File: config.mk
export PLATFORM = sky130hd
export DESIGN_NAME = cef_filter
export DESIGN_NICKNAME = d
export VERILOG_FILES = /design/src/cef_pkg.sv /design/src/cef_filter.sv /design/src/cef_byte_seq.sv
export SDC_FILE = /design/constraint.sdc
export NUM_CORES = 1
export LEC_CHECK = 0
export BUFFER_PORTS_ARGS = -buffer_cell sky130_fd_sc_hd__buf_2
export CORE_ASPECT_RATIO = 1.1
export CORE_MARGIN = 5
export CORE_UTILIZATION = 44
export CTS_CLUSTER_DIAMETER = 60
export CTS_CLUSTER_SIZE = 14
export DETAILED_ROUTE_END_ITERATION = 10
export MAX_ROUTING_LAYER = met4
export SLEW_MARGIN = 20
export SYNTH_ARGS = -nofsm -noshare
export SYNTH_HDL_FRONTEND = slang
export SYNTH_SLANG_ARGS = --single-unit
File: constraint.sdc
create_clock -name CLK -period 13.3 [get_ports CLK]
set_clock_uncertainty 0.15 [all_clocks]
set_input_delay 1.33 -clock CLK [delete_from_list [all_inputs] [get_ports CLK]]
set_output_delay 1.33 -clock CLK [all_outputs]
set_load 0.01 [all_outputs]
File: src/cef_pkg.sv
// cef_pkg.sv: constants, states and carriers of the card emulation filter
package cef_pkg;

    // ==========================================================
    // carriers
    typedef struct packed {
        logic       valid;
        logic       last;
        logic [7:0] data;
    } cef_byte_t;

    typedef struct packed {
        logic       valid;
        logic       last;
        logic [2:0] bits;
        logic [7:0] data;
    } cef_frame_t;

    typedef enum logic [2:0] {
        HS_CODE = 3'b001,
        HS_LEN  = 3'b010,
        HS_DATA = 3'b100
    } cef_hstate_t;

    // ==========================================================
    // host command codes, results and lengths
    localparam logic [7:0] CMD_FILTER  = 8'h0D;
    localparam logic [7:0] CMD_ECHO    = 8'h55;
    localparam logic [7:0] RES_OK      = 8'h00;
    localparam logic [7:0] ERR_BAD_LEN = 8'h82;
    localparam logic [7:0] ERR_LISTEN  = 8'h85;
    localparam logic [7:0] LEN_NONE    = 8'h00;
    localparam logic [7:0] LEN_ONE     = 8'h01;
    localparam logic [7:0] LEN_OFF     = 8'h00;
    localparam logic [7:0] LEN_SET     = 8'h01;
    localparam logic [7:0] LEN_GET     = 8'h02;
    localparam logic [7:0] LEN_CL1     = 8'h07;
    localparam logic [7:0] LEN_CL2     = 8'h0B;
    localparam logic [7:0] LEN_CL3     = 8'h0F;
    localparam logic [7:0] OFS_ATQA0   = 8'h00;
    localparam logic [7:0] OFS_ATQA1   = 8'h01;
    localparam logic [7:0] OFS_SAK     = 8'h02;
    localparam logic [7:0] OFS_UID     = 8'h03;
    localparam int         UID_BYTES   = 12;
    localparam int         FRM_BYTES   = 7;

    // ==========================================================
    // card emulation states
    localparam logic [7:0] ST_IDLE     = 8'h00;
    localparam logic [7:0] ST_READY    = 8'h01;
    localparam logic [7:0] ST_ACTIVE   = 8'h04;
    localparam logic [7:0] ST_HALT     = 8'h80;
    localparam logic [7:0] ST_READY_H  = 8'h81;
    localparam logic [7:0] ST_ACTIVE_H = 8'h84;

    // ==========================================================
    // reader frame codes
    localparam logic [7:0] RC_SENS     = 8'h26;
    localparam logic [7:0] RC_ALL      = 8'h52;
    localparam logic [7:0] RC_CL1      = 8'h93;
    localparam logic [7:0] RC_CL2      = 8'h95;
    localparam logic [7:0] RC_CL3      = 8'h97;
    localparam logic [7:0] RC_SEL_NVB  = 8'h70;
    localparam logic [7:0] RC_SLP0     = 8'h50;
    localparam logic [7:0] RC_SLP1     = 8'h00;
    localparam logic [7:0] SAK_CASCADE = 8'h04;
    localparam logic [2:0] BITS_SHORT  = 3'h7;
    localparam logic [3:0] FRM_SHORT   = 4'h1;
    localparam logic [3:0] FRM_SDD     = 4'h2;
    localparam logic [3:0] FRM_SEL     = 4'h7;
    localparam logic [3:0] FRM_MAX     = 4'h8;

endpackage

File: src/cef_filter.sv
// cef_filter.sv: type A card emulation command interpreter and anticollision filter
// ==========================================================
`timescale 1ns/1ns
module cef_filter (
    input  wire logic          CLK,
    input  wire logic          RESET,
    input  cef_pkg::cef_byte_t  HOST_RX,
    output cef_pkg::cef_byte_t  HOST_TX,
    input  wire logic          LISTEN_ENTER,
    output logic               LISTEN_MODE,
    input  cef_pkg::cef_frame_t RDR_RX,
    output cef_pkg::cef_byte_t  RDR_TX,
    output cef_pkg::cef_frame_t RXB_WR,
    output logic               RXB_COMMIT,
    output logic               RXB_DROP,
    output logic               FILTER_ON,
    output logic [7:0]         CARD_STATE
);
    import cef_pkg::*;

    // ==========================================================
    // host command parser
    cef_hstate_t hs_r;
    logic [7:0]  len_r;
    logic [7:0]  cnt_r;
    logic [7:0]  eff_len;
    logic        echo;
    logic        cmd_done;
    logic        size_ok;
    logic        h_load;
    logic [2:0]  h_cnt;
    logic [39:0] h_bytes;

    assign echo     = (hs_r == HS_CODE) && HOST_RX.valid && (HOST_RX.data == CMD_ECHO);
    assign eff_len  = (hs_r == HS_LEN) ? HOST_RX.data : len_r;
    assign cmd_done = HOST_RX.valid && (((hs_r == HS_LEN) && (HOST_RX.data == LEN_OFF))
                      || ((hs_r == HS_DATA) && (cnt_r + 8'h01 == len_r)));
    assign size_ok  = (eff_len == LEN_CL1) || (eff_len == LEN_CL2)
                      || (eff_len == LEN_CL3);

    always_ff @(posedge CLK) begin
        if (RESET) begin
            hs_r  <= HS_CODE;
            len_r <= 8'h00;
            cnt_r <= 8'h00;
        end else if (HOST_RX.valid) begin
            case (hs_r)
                HS_CODE: begin
                    if (HOST_RX.data == CMD_FILTER) begin
                        hs_r <= HS_LEN;
                    end
                end
                HS_LEN: begin
                    len_r <= HOST_RX.data;
                    cnt_r <= 8'h00;
                    hs_r  <= (HOST_RX.data == LEN_OFF) ? HS_CODE : HS_DATA;
                end
                HS_DATA: begin
                    cnt_r <= cnt_r + 8'h01;
                    if (cmd_done) begin
                        hs_r <= HS_CODE;
                    end
                end
                default: hs_r <= HS_CODE;
            endcase
        end
    end

    // ==========================================================
    // filter configuration store
    logic       filter_r;
    logic [1:0] levels_r;
    logic [7:0] atqa0_r;
    logic [7:0] atqa1_r;
    logic [7:0] sak_r;
    logic [7:0] uid_r [UID_BYTES];
    logic       store;

    // payload only lands when the length is one of the activation sizes
    assign store = (hs_r == HS_DATA) && HOST_RX.valid && size_ok;

    always_ff @(posedge CLK) begin
        if (RESET) begin
            filter_r <= 1'b0;
            levels_r <= 2'h1;
            atqa0_r  <= 8'h00;
            atqa1_r  <= 8'h00;
            sak_r    <= 8'h00;
        end else begin
            if (cmd_done && (eff_len == LEN_OFF)) begin
                filter_r <= 1'b0;
            end else if (cmd_done && size_ok) begin
                filter_r <= 1'b1;
                levels_r <= (eff_len == LEN_CL1) ? 2'h1 :
                            (eff_len == LEN_CL2) ? 2'h2 : 2'h3;
            end
            if (store && (cnt_r == OFS_ATQA0)) atqa0_r <= HOST_RX.data;
            if (store && (cnt_r == OFS_ATQA1)) atqa1_r <= HOST_RX.data;
            if (store && (cnt_r == OFS_SAK))   sak_r   <= HOST_RX.data;
        end
    end

    genvar gi;
    generate
        for (gi = 0; gi < UID_BYTES; gi++) begin : g_uid
            always_ff @(posedge CLK) begin
                if (RESET) begin
                    uid_r[gi] <= 8'h00;
                end else if (store && (cnt_r == OFS_UID + 8'(gi))) begin
                    uid_r[gi] <= HOST_RX.data;
                end
            end
        end
    endgenerate

    // ==========================================================
    // host answers and listen mode
    logic listen_r;

    always_comb begin
        h_load  = 1'b0;
        h_cnt   = 3'h0;
        h_bytes = '0;
        if (echo && listen_r) begin
            h_load  = 1'b1;
            h_cnt   = 3'h3;
            h_bytes = {16'h0000, LEN_NONE, ERR_LISTEN, CMD_ECHO};
        end else if (echo) begin
            h_load  = 1'b1;
            h_cnt   = 3'h1;
            h_bytes = {32'h0, CMD_ECHO};
        end else if (cmd_done) begin
            h_load = 1'b1;
            h_cnt  = 3'h2;
            if ((eff_len == LEN_OFF) || (eff_len == LEN_GET)) begin
                h_cnt   = 3'h3;
                h_bytes = {16'h0000, CARD_STATE, LEN_ONE, RES_OK};
            end else if ((eff_len == LEN_SET) || size_ok) begin
                h_bytes = {24'h0, LEN_NONE, RES_OK};
            end else begin
                h_bytes = {24'h0, LEN_NONE, ERR_BAD_LEN};
            end
        end
    end

    cef_byte_seq u_host_seq (
        .clk   (CLK),
        .reset (RESET),
        .load  (h_load),
        .count (h_cnt),
        .bytes (h_bytes),
        .tx    (HOST_TX)
    );

    // reader frames never touch listen mode, only host events do
    always_ff @(posedge CLK) begin
        if (RESET) begin
            listen_r <= 1'b0;
        end else if (LISTEN_ENTER) begin
            listen_r <= 1'b1;
        end else if (echo) begin
            listen_r <= 1'b0;
        end
    end

    // ==========================================================
    // reader frame capture, buffer path
    logic [7:0] frm_r [FRM_BYTES];
    logic [3:0] fcnt_r;
    logic [2:0] fbits_r;
    logic       fend_r;

    generate
        for (gi = 0; gi < FRM_BYTES; gi++) begin : g_frm
            always_ff @(posedge CLK) begin
                if (RESET) begin
                    frm_r[gi] <= 8'h00;
                // a frame may start right behind the last one, before fcnt_r restarts
                end else if (RDR_RX.valid && ((fend_r ? 4'h0 : fcnt_r) == 4'(gi))) begin
                    frm_r[gi] <= RDR_RX.data;
                end
            end
        end
    endgenerate

    // bytes stream to the buffer at once; the frame end decides keep or drop
    always_ff @(posedge CLK) begin
        if (RESET) begin
            fcnt_r  <= 4'h0;
            fbits_r <= 3'h0;
            fend_r  <= 1'b0;
            RXB_WR  <= '0;
        end else begin
            RXB_WR <= RDR_RX;
            fend_r <= RDR_RX.valid && RDR_RX.last;
            if (fend_r) begin
                fcnt_r <= RDR_RX.valid ? 4'h1 : 4'h0;
            end else if (RDR_RX.valid && (fcnt_r != FRM_MAX)) begin
                fcnt_r <= fcnt_r + 4'h1;
            end
            if (RDR_RX.valid) begin
                fbits_r <= RDR_RX.bits;
            end
        end
    end

    // ==========================================================
    // anticollision decode
    logic        is_sens, is_all, is_sdd, is_sel, is_slp, lvl_hit, interp;
    logic [1:0]  lvl;
    logic [3:0]  base;
    logic [31:0] part;
    logic [7:0]  bcc;
    logic        ready, active, uid_ok, last_lvl;

    assign is_sens  = (fcnt_r == FRM_SHORT) && (fbits_r == BITS_SHORT) && (frm_r[0] == RC_SENS);
    assign is_all   = (fcnt_r == FRM_SHORT) && (fbits_r == BITS_SHORT) && (frm_r[0] == RC_ALL);
    assign lvl      = (frm_r[0] == RC_CL1) ? 2'h0 : (frm_r[0] == RC_CL2) ? 2'h1 : 2'h2;
    assign lvl_hit  = ((frm_r[0] == RC_CL1) || (frm_r[0] == RC_CL2) || (frm_r[0] == RC_CL3))
                      && (lvl < levels_r);
    assign is_sdd   = lvl_hit && (fcnt_r == FRM_SDD);
    assign is_sel   = lvl_hit && (fcnt_r == FRM_SEL) && (frm_r[1] == RC_SEL_NVB);
    assign is_slp   = (fcnt_r == FRM_SDD) && (frm_r[0] == RC_SLP0) && (frm_r[1] == RC_SLP1);
    assign interp   = filter_r && (is_sens || is_all || is_sdd || is_sel || is_slp);
    assign base     = {lvl, 2'b00};
    assign part     = {uid_r[base + 4'h3], uid_r[base + 4'h2], uid_r[base + 4'h1], uid_r[base]};
    assign bcc      = part[7:0] ^ part[15:8] ^ part[23:16] ^ part[31:24];
    assign ready    = (CARD_STATE == ST_READY) || (CARD_STATE == ST_READY_H);
    assign active   = (CARD_STATE == ST_ACTIVE) || (CARD_STATE == ST_ACTIVE_H);
    assign uid_ok   = ({frm_r[5], frm_r[4], frm_r[3], frm_r[2]} == part) && (frm_r[6] == bcc);
    assign last_lvl = (lvl + 2'h1 == levels_r);

    logic        r_load;
    logic [2:0]  r_cnt;
    logic [39:0] r_bytes;
    logic        set_state;

    assign set_state = (hs_r == HS_DATA) && cmd_done && (len_r == LEN_SET);

    always_comb begin
        r_load  = 1'b0;
        r_cnt   = 3'h0;
        r_bytes = '0;
        if (fend_r && interp) begin
            if ((is_sens && (CARD_STATE == ST_IDLE)) || (is_all && !ready && !active)) begin
                r_load  = 1'b1;
                r_cnt   = 3'h2;
                r_bytes = {24'h0, atqa1_r, atqa0_r};
            end else if (is_sdd && ready) begin
                r_load  = 1'b1;
                r_cnt   = 3'h5;
                r_bytes = {bcc, part};
            end else if (is_sel && ready && uid_ok) begin
                r_load  = 1'b1;
                r_cnt   = 3'h1;
                r_bytes = {32'h0, last_lvl ? sak_r : (sak_r | SAK_CASCADE)};
            end
        end
    end

    cef_byte_seq u_rdr_seq (
        .clk   (CLK),
        .reset (RESET),
        .load  (r_load),
        .count (r_cnt),
        .bytes (r_bytes),
        .tx    (RDR_TX)
    );

    // host forcing outranks a reader transition in the same cycle
    always_ff @(posedge CLK) begin
        if (RESET) begin
            CARD_STATE <= ST_IDLE;
        end else if (set_state) begin
            CARD_STATE <= HOST_RX.data;
        end else if (fend_r && interp) begin
            if ((is_sens || is_all) && (CARD_STATE == ST_IDLE)) begin
                CARD_STATE <= ST_READY;
            end else if (is_all && (CARD_STATE == ST_HALT)) begin
                CARD_STATE <= ST_READY_H;
            end else if (is_sel && ready && uid_ok && last_lvl) begin
                CARD_STATE <= (CARD_STATE == ST_READY_H) ? ST_ACTIVE_H : ST_ACTIVE;
            end else if (is_slp && active) begin
                CARD_STATE <= ST_HALT;
            end
        end
    end

    always_ff @(posedge CLK) begin
        if (RESET) begin
            RXB_COMMIT <= 1'b0;
            RXB_DROP   <= 1'b0;
        end else begin
            RXB_COMMIT <= fend_r && !interp;
            RXB_DROP   <= fend_r && interp;
        end
    end

    assign LISTEN_MODE = listen_r;
    assign FILTER_ON   = filter_r;

    // ==========================================================
    // checks
    a_echo_plain: assert property (@(posedge CLK) disable iff (RESET)
        echo && !listen_r |=> ##1 HOST_TX.valid && HOST_TX.last && HOST_TX.data == CMD_ECHO)
        else $error("plain echo answer wrong");
    a_echo_listen: assert property (@(posedge CLK) disable iff (RESET)
        echo && listen_r |=> ##1 HOST_TX.data == CMD_ECHO ##1 HOST_TX.data == ERR_LISTEN
        ##1 HOST_TX.data == LEN_NONE && HOST_TX.last)
        else $error("listen echo answer wrong");
    a_listen_exit: assert property (@(posedge CLK) disable iff (RESET)
        echo && !LISTEN_ENTER |=> !LISTEN_MODE)
        else $error("echo did not end listen");
    a_bad_len: assert property (@(posedge CLK) disable iff (RESET)
        cmd_done && eff_len > LEN_GET && !size_ok |=> ##1 HOST_TX.data == ERR_BAD_LEN
        ##1 HOST_TX.data == LEN_NONE && HOST_TX.last)
        else $error("bad length not refused");
    a_filter_set: assert property (@(posedge CLK) disable iff (RESET)
        cmd_done && size_ok |=> FILTER_ON)
        else $error("filter not activated");
    a_filter_off: assert property (@(posedge CLK) disable iff (RESET)
        cmd_done && eff_len == LEN_OFF |=> !FILTER_ON ##1 HOST_TX.data == RES_OK)
        else $error("filter not deactivated");
    a_state_force: assert property (@(posedge CLK) disable iff (RESET)
        set_state |=> CARD_STATE == $past(HOST_RX.data))
        else $error("card state not forced");
    a_pass_off: assert property (@(posedge CLK) disable iff (RESET)
        fend_r && !FILTER_ON |=> RXB_COMMIT && !RXB_DROP)
        else $error("frame not committed");
    a_interp_drop: assert property (@(posedge CLK) disable iff (RESET)
        fend_r && interp |=> RXB_DROP && !RXB_COMMIT)
        else $error("interpreted frame reached buffer");
    a_sleep_halt: assert property (@(posedge CLK) disable iff (RESET)
        fend_r && interp && is_slp && active && !set_state |=> CARD_STATE == ST_HALT)
        else $error("sleep did not halt");
    a_sens_atqa: assert property (@(posedge CLK) disable iff (RESET)
        r_load && is_sens |=> ##1 RDR_TX.valid && RDR_TX.data == $past(atqa0_r, 2))
        else $error("sense answer wrong");

    c_echo_listen: cover property (@(posedge CLK) echo && listen_r);
    c_select_done: cover property (@(posedge CLK) fend_r && is_sel && r_load && last_lvl);
    c_sleep:       cover property (@(posedge CLK) fend_r && interp && is_slp && active);
    c_bad_len:     cover property (@(posedge CLK) cmd_done && !size_ok && eff_len > LEN_GET);

endmodule

File: src/cef_byte_seq.sv
// cef_byte_seq.sv: plays out up to five loaded bytes, one per clock
`timescale 1ns/1ns
module cef_byte_seq (
    input  wire logic         clk,
    input  wire logic         reset,
    input  wire logic         load,
    input  wire logic [2:0]   count,
    input  wire logic [39:0]  bytes,
    output cef_pkg::cef_byte_t tx
);
    import cef_pkg::*;

    logic [39:0] sh_r;
    logic [2:0]  left_r;

    // a new load cuts off any answer still playing
    always_ff @(posedge clk) begin
        if (reset) begin
            sh_r   <= '0;
            left_r <= 3'h0;
            tx     <= '0;
        end else if (load) begin
            sh_r   <= bytes;
            left_r <= count;
            tx     <= '0;
        end else if (left_r != 3'h0) begin
            tx.valid <= 1'b1;
            tx.last  <= (left_r == 3'h1);
            tx.data  <= sh_r[7:0];
            sh_r     <= {8'h00, sh_r[39:8]};
            left_r   <= left_r - 3'h1;
        end else begin
            tx <= '0;
        end
    end

endmodule

=== Yosys cells after proc, flatten, opt, wreduce, memory -nomap -nowiden ===
Memories as Yosys holds them, arrays and structs flattened.
Cells that the tools add are included.

* Bitwise logic cells: 25
* Muxes and demuxes: 136
* $add $sub $neg: 8
* Eq/ne operators: 56
* Reduce and logical (&&, ||, !) cells: 100
* Order comparisons: 1

{| class="wikitable"
|+ Operator list
! kind !! number
|-
| two-way mux 40 bit || 7
|-
| two-way mux 8 bit || 29
|-
| two-way mux 24 bit || 4
|-
| == test 8 x 4 -> 1 bit (second input constant) || 10
|-
| two-way mux 1 bit || 72
|-
| logical AND 1 bit || 59
|-
| == test 8 x 3 -> 1 bit (second input constant) || 6
|-
| == test 8 bit (second input constant) || 6
|-
| zero test 8 bit || 5
|-
| two-way mux 3 bit || 11
|-
| == test 32 bit || 1
|-
| == test 8 x 1 -> 1 bit (second input constant) || 4
|-
| == test 8 x 7 -> 1 bit (second input constant) || 4
|-
| == test 8 x 2 -> 1 bit (second input constant) || 3
|-
| XOR 8 bit || 3
|-
| two-way mux 10 bit || 2
|-
| OR 1 bit || 19
|-
| == test 4 x 3 -> 1 bit (second input constant) || 4
|-
| == test 8 bit || 2
|-
| case mux 8 bit (2 select lines) || 1
|-
| logical OR 1 bit || 14
|-
| == test 4 x 2 -> 1 bit (second input constant) || 3
|-
| two-way mux 2 bit || 6
|-
| two-way mux 4 bit || 3
|-
| other kinds (26) || 48
|}

* Bits in registers: 184
* Logic and storage cells: 357
* Memory bits (writable): 152
* Memories kept: 2
* Input port bits: 26
* Output and inout bits: 45

{| class="wikitable"
|+ Memory list
! name !! depth !! width !! rd ports !! clocked after Yosys merged registers in !! wr ports !! RTL line !! source
|-
| uid_r || 12 || 8 || 4 || 0 || 12 || cef_filter.sv:76 || <nowiki>logic [7:0] uid_r [UID_BYTES];</nowiki>
|-
| frm_r || 7 || 8 || 7 || 0 || 7 || cef_filter.sv:168 || <nowiki>logic [7:0] frm_r [FRM_BYTES];</nowiki>
|}

=== Logic depth before layout (Yosys ltp) ===
Gate-level depths: netlist of run 1.
An unclocked memory read counts as a cell.

* Depth in word-level cells: 18
* Mapped depth: 18
* Gate-level depth less buffers: 14

=== Modules after synthesis ===
Synthesis of run 1 repeated with hierarchy kept, for this count alone.

* Cell total of the unflattened synthesis: 1805
* Area total of the unflattened synthesis: 16599.7 um2

{| class="wikitable"
|+ Modules (own cells, without submodules)
! module !! cells each !! area an instance (um2) !! instances
|-
| cef_filter || 1287 || 12187.9 || 1
|-
| cef_byte_seq || 259 || 2205.9 || 2
|}

=== Worst setup path after synthesis of run 1 ===
No wires, ideal clock.

* Kind: reg2reg
* Start: mem frm_r[0][1]
* End: reg u_rdr_seq.sh_r[11]
* Setup slack: 9.072 ns
* Buffers on the path: 3
* Required time: 13.016 ns
* Clock period less this slack: 4.228 ns
* Cell stages (with the launch flop): 17
* Arrival time: 3.944 ns
* Path through: edfxtp_1 -> buf_4 -> xnor2_1 -> nor3_4 -> inv_2 -> clkbuf_1 -> ha_1 -> a2111oi_2 -> nand3_1 -> a211oi_1 -> nand4_1 -> nor4_1 -> nand4_2 -> o31a_1 -> a21oi_1 -> buf_2 -> a211oi_1

{| class="wikitable"
|+ RTL lines
! element !! RTL line !! source
|-
| from (decl) || cef_filter.sv:168 ||
|-
| to (signal assigned) || cef_byte_seq.sv:23 || <nowiki>sh_r <= bytes;</nowiki>
|-
| to (signal assigned) || cef_byte_seq.sv:30 || <nowiki>sh_r <= {8'h00, sh_r[39:8]};</nowiki>
|-
| to (decl) || cef_byte_seq.sv:13 || <nowiki>logic [39:0] sh_r;</nowiki>
|}

==> impl_results.md, run 1 <==
* Post-synth EDFFs at 152
* Crit. Startpoint: frm_r[0][2]
* H-tree depth at 1
* Fillers at 3563
* Post-Syn Area at 16600 µm²
* Final #Nets at 1783
* Setup TNS Final at 0 ns
* Drt wl/cell at 23.6 µm
* Comb power frac at 13.5%
* FF+latch area at 7930 µm²
* First-pass GRT wire length at 79700 µm
* Routed Antenna Nets at 0
* Number of I/O port buffers at 69
* Worst Hold Launch: u_host_seq.sh_r[14]
* Clk root buf: clkbuf_16
* Pin count of the biggest net entering global routing at 71
* Drt first pass iters at 6
* Cts hold-fix bufs at 0
* Top cell type's share of synthesized area at 27.5%
* Slew HR at 22.5%
* Max_cap viols at 0
* Hpwl dp at 38600 µm
* Synth warn at 0
* GRT Overall Usage at 25.4%
* Post-Route WL at 53100 µm
* Area of the multi-input gates at 7960 µm²
* VDD IR max at 0.0976 mV
* Placed insts at 2205
* Fin. Hold Viols at 0
* TritonCTS clock tree: done
* Static Leak at 6.66 nW
* FP Rows at 74
* Min Tclk post-route at 5.82 ns
* CTS clk-pin slew, worst paths at 0.07 ns
* CORE AREA at 37200 µm²
* Worst Setup End Kind: register
* Layout cells sized above 1 at 10.8%
* Post-CTS Setup Bufs at 0
* Non-Filler Instances at 2253
* Cells after Synth at 1732
* Ys async rst share at 0%
* Worst Hold Class: register to register
* Final Power at 2.21 mW
* Antenna Cells at 0
* Die span in y at 214 µm
* Synth Register Bits at 320
* Seq pwr share at 50.6%
* Overflow after GRT at 0
* Die ar. at 41700 µm²
* Post-Synthesis Net Count at 1774
* Die width at 195 µm
* Pint at 1.60 mW
* Commonest cells post-synth: nor2_1 (169), dfxtp_1 (168), edfxtp_1 (152), nand2_1 (150), and2_1 (115)
* Final Setup Violations at 0
* CP peak stage delay at 0.86 ns
* Worst path arrival time at 6.09 ns
* Slowest cell on crit path: a21oi_1
* R2R Path Start: frm_r[0][2]
* Clock Sinks at 320
* Final instance area at 18200 µm²
* Clock network power share at 35.9%
* Initial antenna violation count at 0
* Worst-case clock buffer depth at 3
* CTS Buf Count at 28
* Iteration-0 DRC Markers at 1302
* Dpl cell area at 17300 µm²
* Slew @ Worst Pin at 1.16 ns
* Net switching power at 0.604 mW
* Via count at 13519
* Top cells by area, synth: edfxtp_1 (27%), dfxtp_1 (20%), and2_1 (4.3%)
* CP Launch Type: register
* CP required at 13.57 ns
* Skew-Pair Late Insertion Delay at 0.59 ns
* Most common cell in the netlist: nor2_1
* Avg Cell Area, Syn at 9.59 µm²
* Sw Share at 27.4%
* Worst-path fanout max at 21
* Most used DFF post-synth: dfxtp_1
* FMAX at 0.172 GHz
* Drc violations at 0
* CTS resizes at 0
* Pwr/cell area at 121 nW/µm²
* Final period util at 43.8%
* Netlist cell types at 97
* Synth area leader: edfxtp_1
* Vias in the first global route at 12740
* Num ports at 71
* Seq/Total Area, Yosys at 47.7%
* Area Growth Syn to Fin at 9.35%
* RSZ-0062 raised after global routing: no
* CP Class: register to register
* Critical path, cell by cell: buf_4, xnor2_1, nor3_4, buf_4, inv_2, ha_1, a2111oi_2, nand3_1, a211oi_1, nand4_1, nor4_1, nand4_2, o31a_1, a21oi_1, a211oi_1
* DR vias/cell at 6.00
* Outcome: finished, final reports clean
* Final Max Tran Viols at 0
* Routability cong. at 0.938
* Initial Utilization at 44.6%
-- cell usage in the layout (no fill, tap or decap), types with 39 or more instances in the layout --
cell,instances
a211oi_1,45
a21oi_1,72
and2_1,115
buf_2,68
dfxtp_1,168
edfxtp_1,152
inv_1,62
mux2i_1,39
nand2_1,150
nand3_1,44
nor2_1,168
o21ai_0,59
-- metal layers --
layer / vias up / wire length [µm] / global-route usage [%]
met4: 0 / 1830 / 8.02
li1: 6299 / - / -
met1: 6650 / 24000 / 35.7
met3: 91 / 3560 / 2.86
met5: - / 0 / -
met2: 479 / 23700 / 39.1
-- logic make-up (layout without fill, tap and decap cells) --
group                    count (synthesis)  in the layout  synth area share (%)
flip-flops                             320            320                  47.7
adder cells (fa/ha/maj)                 16             16                  1.21
AND/OR/NAND/NOR                        712            712                  22.9
AO/OA/AOI/OAI                          385            385                  16.5
XOR/XNOR                                78             78                  4.71
buffers and inverters                  181            208                  4.49
multiplexers                            40             40                  2.42
-- flip-flops by register name, summed over array words and instances, names as in the netlist, 2 cells and up --
name	cells
fcnt_r	4
uid_r	96
atqa0_r	8
sak_r	8
u_host_seq.sh_r	24
len_r	8
hs_r	3
RXB_WR	13
levels_r	2
u_rdr_seq.left_r	3
u_rdr_seq.tx	10
u_host_seq.tx	10
fbits_r	3
frm_r	56
CARD_STATE	8
u_rdr_seq.sh_r	40
u_host_seq.left_r	3
cnt_r	8
atqa1_r	8
-- cell type report --
| cell class | count | share of cell area (%) |
|---|---|---|
| multi-input combinational | 1231 | 43.8 |
| clock inverter | 6 | 0.475 |
| clock buffer | 42 | 4.31 |
| inverter | 64 | 1.32 |
| sequential | 320 | 43.6 |
| timing repair buffer | 96 | 3.03 |
| tap | 494 | 3.40 |
-- stage by stage --
stage | utilization (%) | worst slack [ns] | hold slack [ns]
final | 48.8 | 7.48 | 0.304
after global routing | 48.8 | 7.06 | 0.327
after CTS | 48.8 | 7.57 | 0.304
after detailed placement | 46.5 | 7.56 | 0.291
after global placement | 46.5 | 7.55 | 0.286
after floorplan | - | 9.07 | 0.277
-- power by group through the flow --
stage	combinational [mW]	clock, mW	sequential (mW)
5_1_grt	0.321	0.847	1.12
3_5_place_dp	0.293	0	1.14
3_3_place_gp	0.290	0	1.14
2_1_floorplan	0.205	0	1.12
4_1_cts	0.295	0.807	1.11
6_report	0.298	0.792	1.12
-- critical path: cells and delay by family, from the launching register on --
family / cells / cell delay [ns]
adder cells (fa/ha/maj): 1 / 0.32
flip-flops: 1 / 0.35
AO/OA/AOI/OAI: 5 / 2.39
XOR/XNOR: 1 / 0.53
AND/OR/NAND/NOR: 5 / 1.09
buffers and inverters: 3 / 0.79
-- final timing paths --
path	end	slack, ns	cells after the start
min	u_host_seq.sh_r[14]	0.30	2
min reg2reg	u_host_seq.sh_r[14]	0.30	2
max reg2reg	u_rdr_seq.sh_r[4]	7.48	15
max	u_rdr_seq.sh_r[4]	7.48	15
Power figures use the tool's default switching activity.
==> run 2: changes to the inputs <==
==> constraint.sdc (replaced) <==
create_clock -name CLK -period 5.2 [get_ports CLK]
set_clock_uncertainty 0.15 [all_clocks]
set_input_delay 0.52 -clock CLK [delete_from_list [all_inputs] [get_ports CLK]]
set_output_delay 0.52 -clock CLK [all_outputs]
set_load 0.01 [all_outputs]
==> run 2 against run 1 <==
Effect of this change: die area unchanged; first-iteration DRC count decreased by 10%; sequential power increased to 2.6 times the previous value; via count increased by 1.6%; utilization increased by 0.85 points; largest power group unchanged.
==> impl_results.md, run 2 (same netlist as run 1, synthesis figures left out) <==
* CP required at 5.53 ns (-8.04 ns)
* Worst Hold Class: primary input to register
* Drc violations at 0 (unchanged)
* Final Max Tran Viols at 0 (unchanged)
* FMAX at 0.204 GHz (+19%)
* Clock Sinks at 320 (unchanged)
* Hpwl dp at 39600 µm (+2.7%)
* Final period util at 94.3% (+51 points)
* Fillers at 3549 (-0.39%)
* Slowest cell on crit path: edfxtp_1
* RSZ-0062 raised after global routing: no
* TritonCTS clock tree: done
* Die ar. at 41700 µm² (unchanged)
* Layout cells sized above 1 at 12.3% (+1.5 points)
* FF-to-FF path depth at 14 (-1)
* Setup TNS Final at 0 ns (unchanged)
* Worst-case clock buffer depth at 3 (unchanged)
* Worst Hold Launch: RDR_RX[10]
* Drt first pass iters at 6 (unchanged)
* WHS Endpoint: RXB_WR[10]
* Pwr/cell area at 314 nW/µm² (+160%)
* H-tree depth at 1 (unchanged)
* Fin. Hold Viols at 0 (unchanged)
* Min Tclk post-route at 4.90 ns (-0.915 ns)
* Pin count of the biggest net entering global routing at 87 (+23%)
* Number of I/O port buffers at 69 (unchanged)
* Clk root buf: clkbuf_16
* DR vias/cell at 6.00 (about the same)
* Slew HR at 30.3% (+7.7 points)
* Worst path most repeated cell: buf_4
* Max_cap viols at 0 (unchanged)
* Num ports at 71 (unchanged)
* Area Growth Syn to Fin at 11.3%
* Die span in y at 214 µm (unchanged)
* Iteration-0 DRC Markers at 1167 (-10%)
* Outcome: finished, final reports clean
* Routability cong. at 0.992 (+5.8%)
* Overflow after GRT at 0 (unchanged)
* Static Leak at 6.85 nW (+2.9%)
* Max reg flops at 96 (unchanged)
* Initial Utilization at 44.6% (unchanged)
* Most frequent cells in the layout: dfxtp_1 (168), nor2_1 (168), edfxtp_1 (152)
* Setup ws final at 0.297 ns (-7.18 ns)
* Post-Route WL at 54300 µm (+2.3%)
* WHS Path Cells at 2 (unchanged)
* R2R Path Start: frm_r[0][1]
* CP Class: register to register
* Worst path arrival time at 5.23 ns (-0.86 ns)
* Via count at 13730 (+1.6%)
* CP Launch Type: register
* Post-CTS Setup Bufs at 0 (unchanged)
* Top flop regs: uid_r: 96 flops, frm_r: 56 flops, u_rdr_seq.sh_r: 40 flops
* Antenna Cells at 0 (unchanged)
* Final Setup Violations at 0 (unchanged)
* R2R setup slack at 0.30 ns (-7.18 ns)
* Worst Setup End Kind: register
* Die width at 195 µm (unchanged)
* Initial antenna violation count at 0 (unchanged)
* CTS clk-pin slew, worst paths at 0.06 ns (about the same)
* CTS Buf Count at 30 (+7.1%)
* Worst r2r dst: u_rdr_seq.sh_r[17]
* Routed Antenna Nets at 0 (unchanged)
* VDD IR max at 0.278 mV (+180%)
* Critical path, cell by cell: buf_4, buf_4, nor2b_1, buf_4, and4_1, a211o_1, xor2_1, nor4_1, nand4_1, or4_4, o31ai_4, a211oi_4, buf_4, a221oi_1
* Skew-Pair Late Insertion Delay at 0.60 ns (about the same)
* DP Worst Slack at 0.435 ns (-7.12 ns)
* Top reg by flops: uid_r
* CP peak stage delay at 0.69 ns (-0.17 ns)
* Cts hold-fix bufs at 2 (+2)
* FP Rows at 74 (unchanged)
* Slew @ Worst Pin at 1.04 ns (-0.124 ns)
* GRT Overall Usage at 26.0% (+0.56 points)
* Worst-path fanout max at 24 (+14%)
* Vias in the first global route at 12874 (+1.1%)
* First-pass GRT wire length at 81200 µm (+1.9%)
* Hold_ws at 0.0289 ns (-0.275 ns)
* CORE AREA at 37200 µm² (unchanged)
* CTS resizes at 0 (unchanged)
* Final #Nets at 1816 (+1.9%)
* Drt wl/cell at 23.7 µm (+0.69%)
## run 2: cell types whose count changed in the layout (fill, tap and decap cells not counted), sizes merged
cell	change
clkbuf	+3
clkinvlp	-1
inv	+1
clkinv	+1
dlygate4sd3	+2
buf	+29
## run 2: cell type report
| type | count | area, µm² | share of cell area, % |
|---|---|---|---|
| multi-input cells | 1231 | 7950 | 43.0 |
| inverters | 64 | 240 | 1.30 |
| clock buffers | 45 | 858 | 4.64 |
| repair buffers | 127 | 788 | 4.26 |
| well taps | 494 | 618 | 3.34 |
| clock inverters | 7 | 98.8 | 0.535 |
| flip-flops and latches | 320 | 7930 | 42.9 |
## run 2: worst max path at each step
stage,startpoint,endpoint,cells after the start
2_1_floorplan,frm_r[0][1],u_rdr_seq.sh_r[11],16
3_3_place_gp,frm_r[0][1],u_rdr_seq.sh_r[17],13
3_5_place_dp,frm_r[0][1],u_rdr_seq.sh_r[17],15
4_1_cts,frm_r[0][1],u_rdr_seq.sh_r[17],15
5_1_grt,frm_r[0][1],u_rdr_seq.sh_r[17],14
6_report,frm_r[0][1],u_rdr_seq.sh_r[17],14
## run 2: power breakdown
part,internal (mW),total [mW],switching [mW]
Combinational,0.267,0.762,0.495
Clock,1.20,2.18,0.986
Sequential,2.75,2.86,0.113
Total,4.22,5.81,1.59
## run 2: layer usage
layer	wire (µm)	vias up	part of all wire, %	GRT usage [%]
met1	24400	6730	45	37.3
met3	3760	88	6.9	2.47
li1	-	6366	-	-
met4	1580	0	2.9	7.46
met5	0	-	0	-
met2	24500	546	45	39.7
## run 2: stage by stage
stage          instance area (µm²)  std cells  util, %  power (mW)
2_1_floorplan                16600       1732        -        3.39
3_3_place_gp                 17500       2234     47.0        3.65
3_5_place_dp                 17500       2234     47.0        3.66
4_1_cts                      18500       2288     49.7        5.82
5_1_grt                      18500       2288     49.7        6.02
6_report                     18500       2288     49.7        5.81
## run 2: critical path, delay by kind of cell, from the launching register on
kind	cells	cell delay [ns]
AO/OA/AOI/OAI	4	1.14
XOR/XNOR	1	0.18
buffers and inverters	4	1.15
flip-flops	1	0.69
AND/OR/NAND/NOR	5	1.43
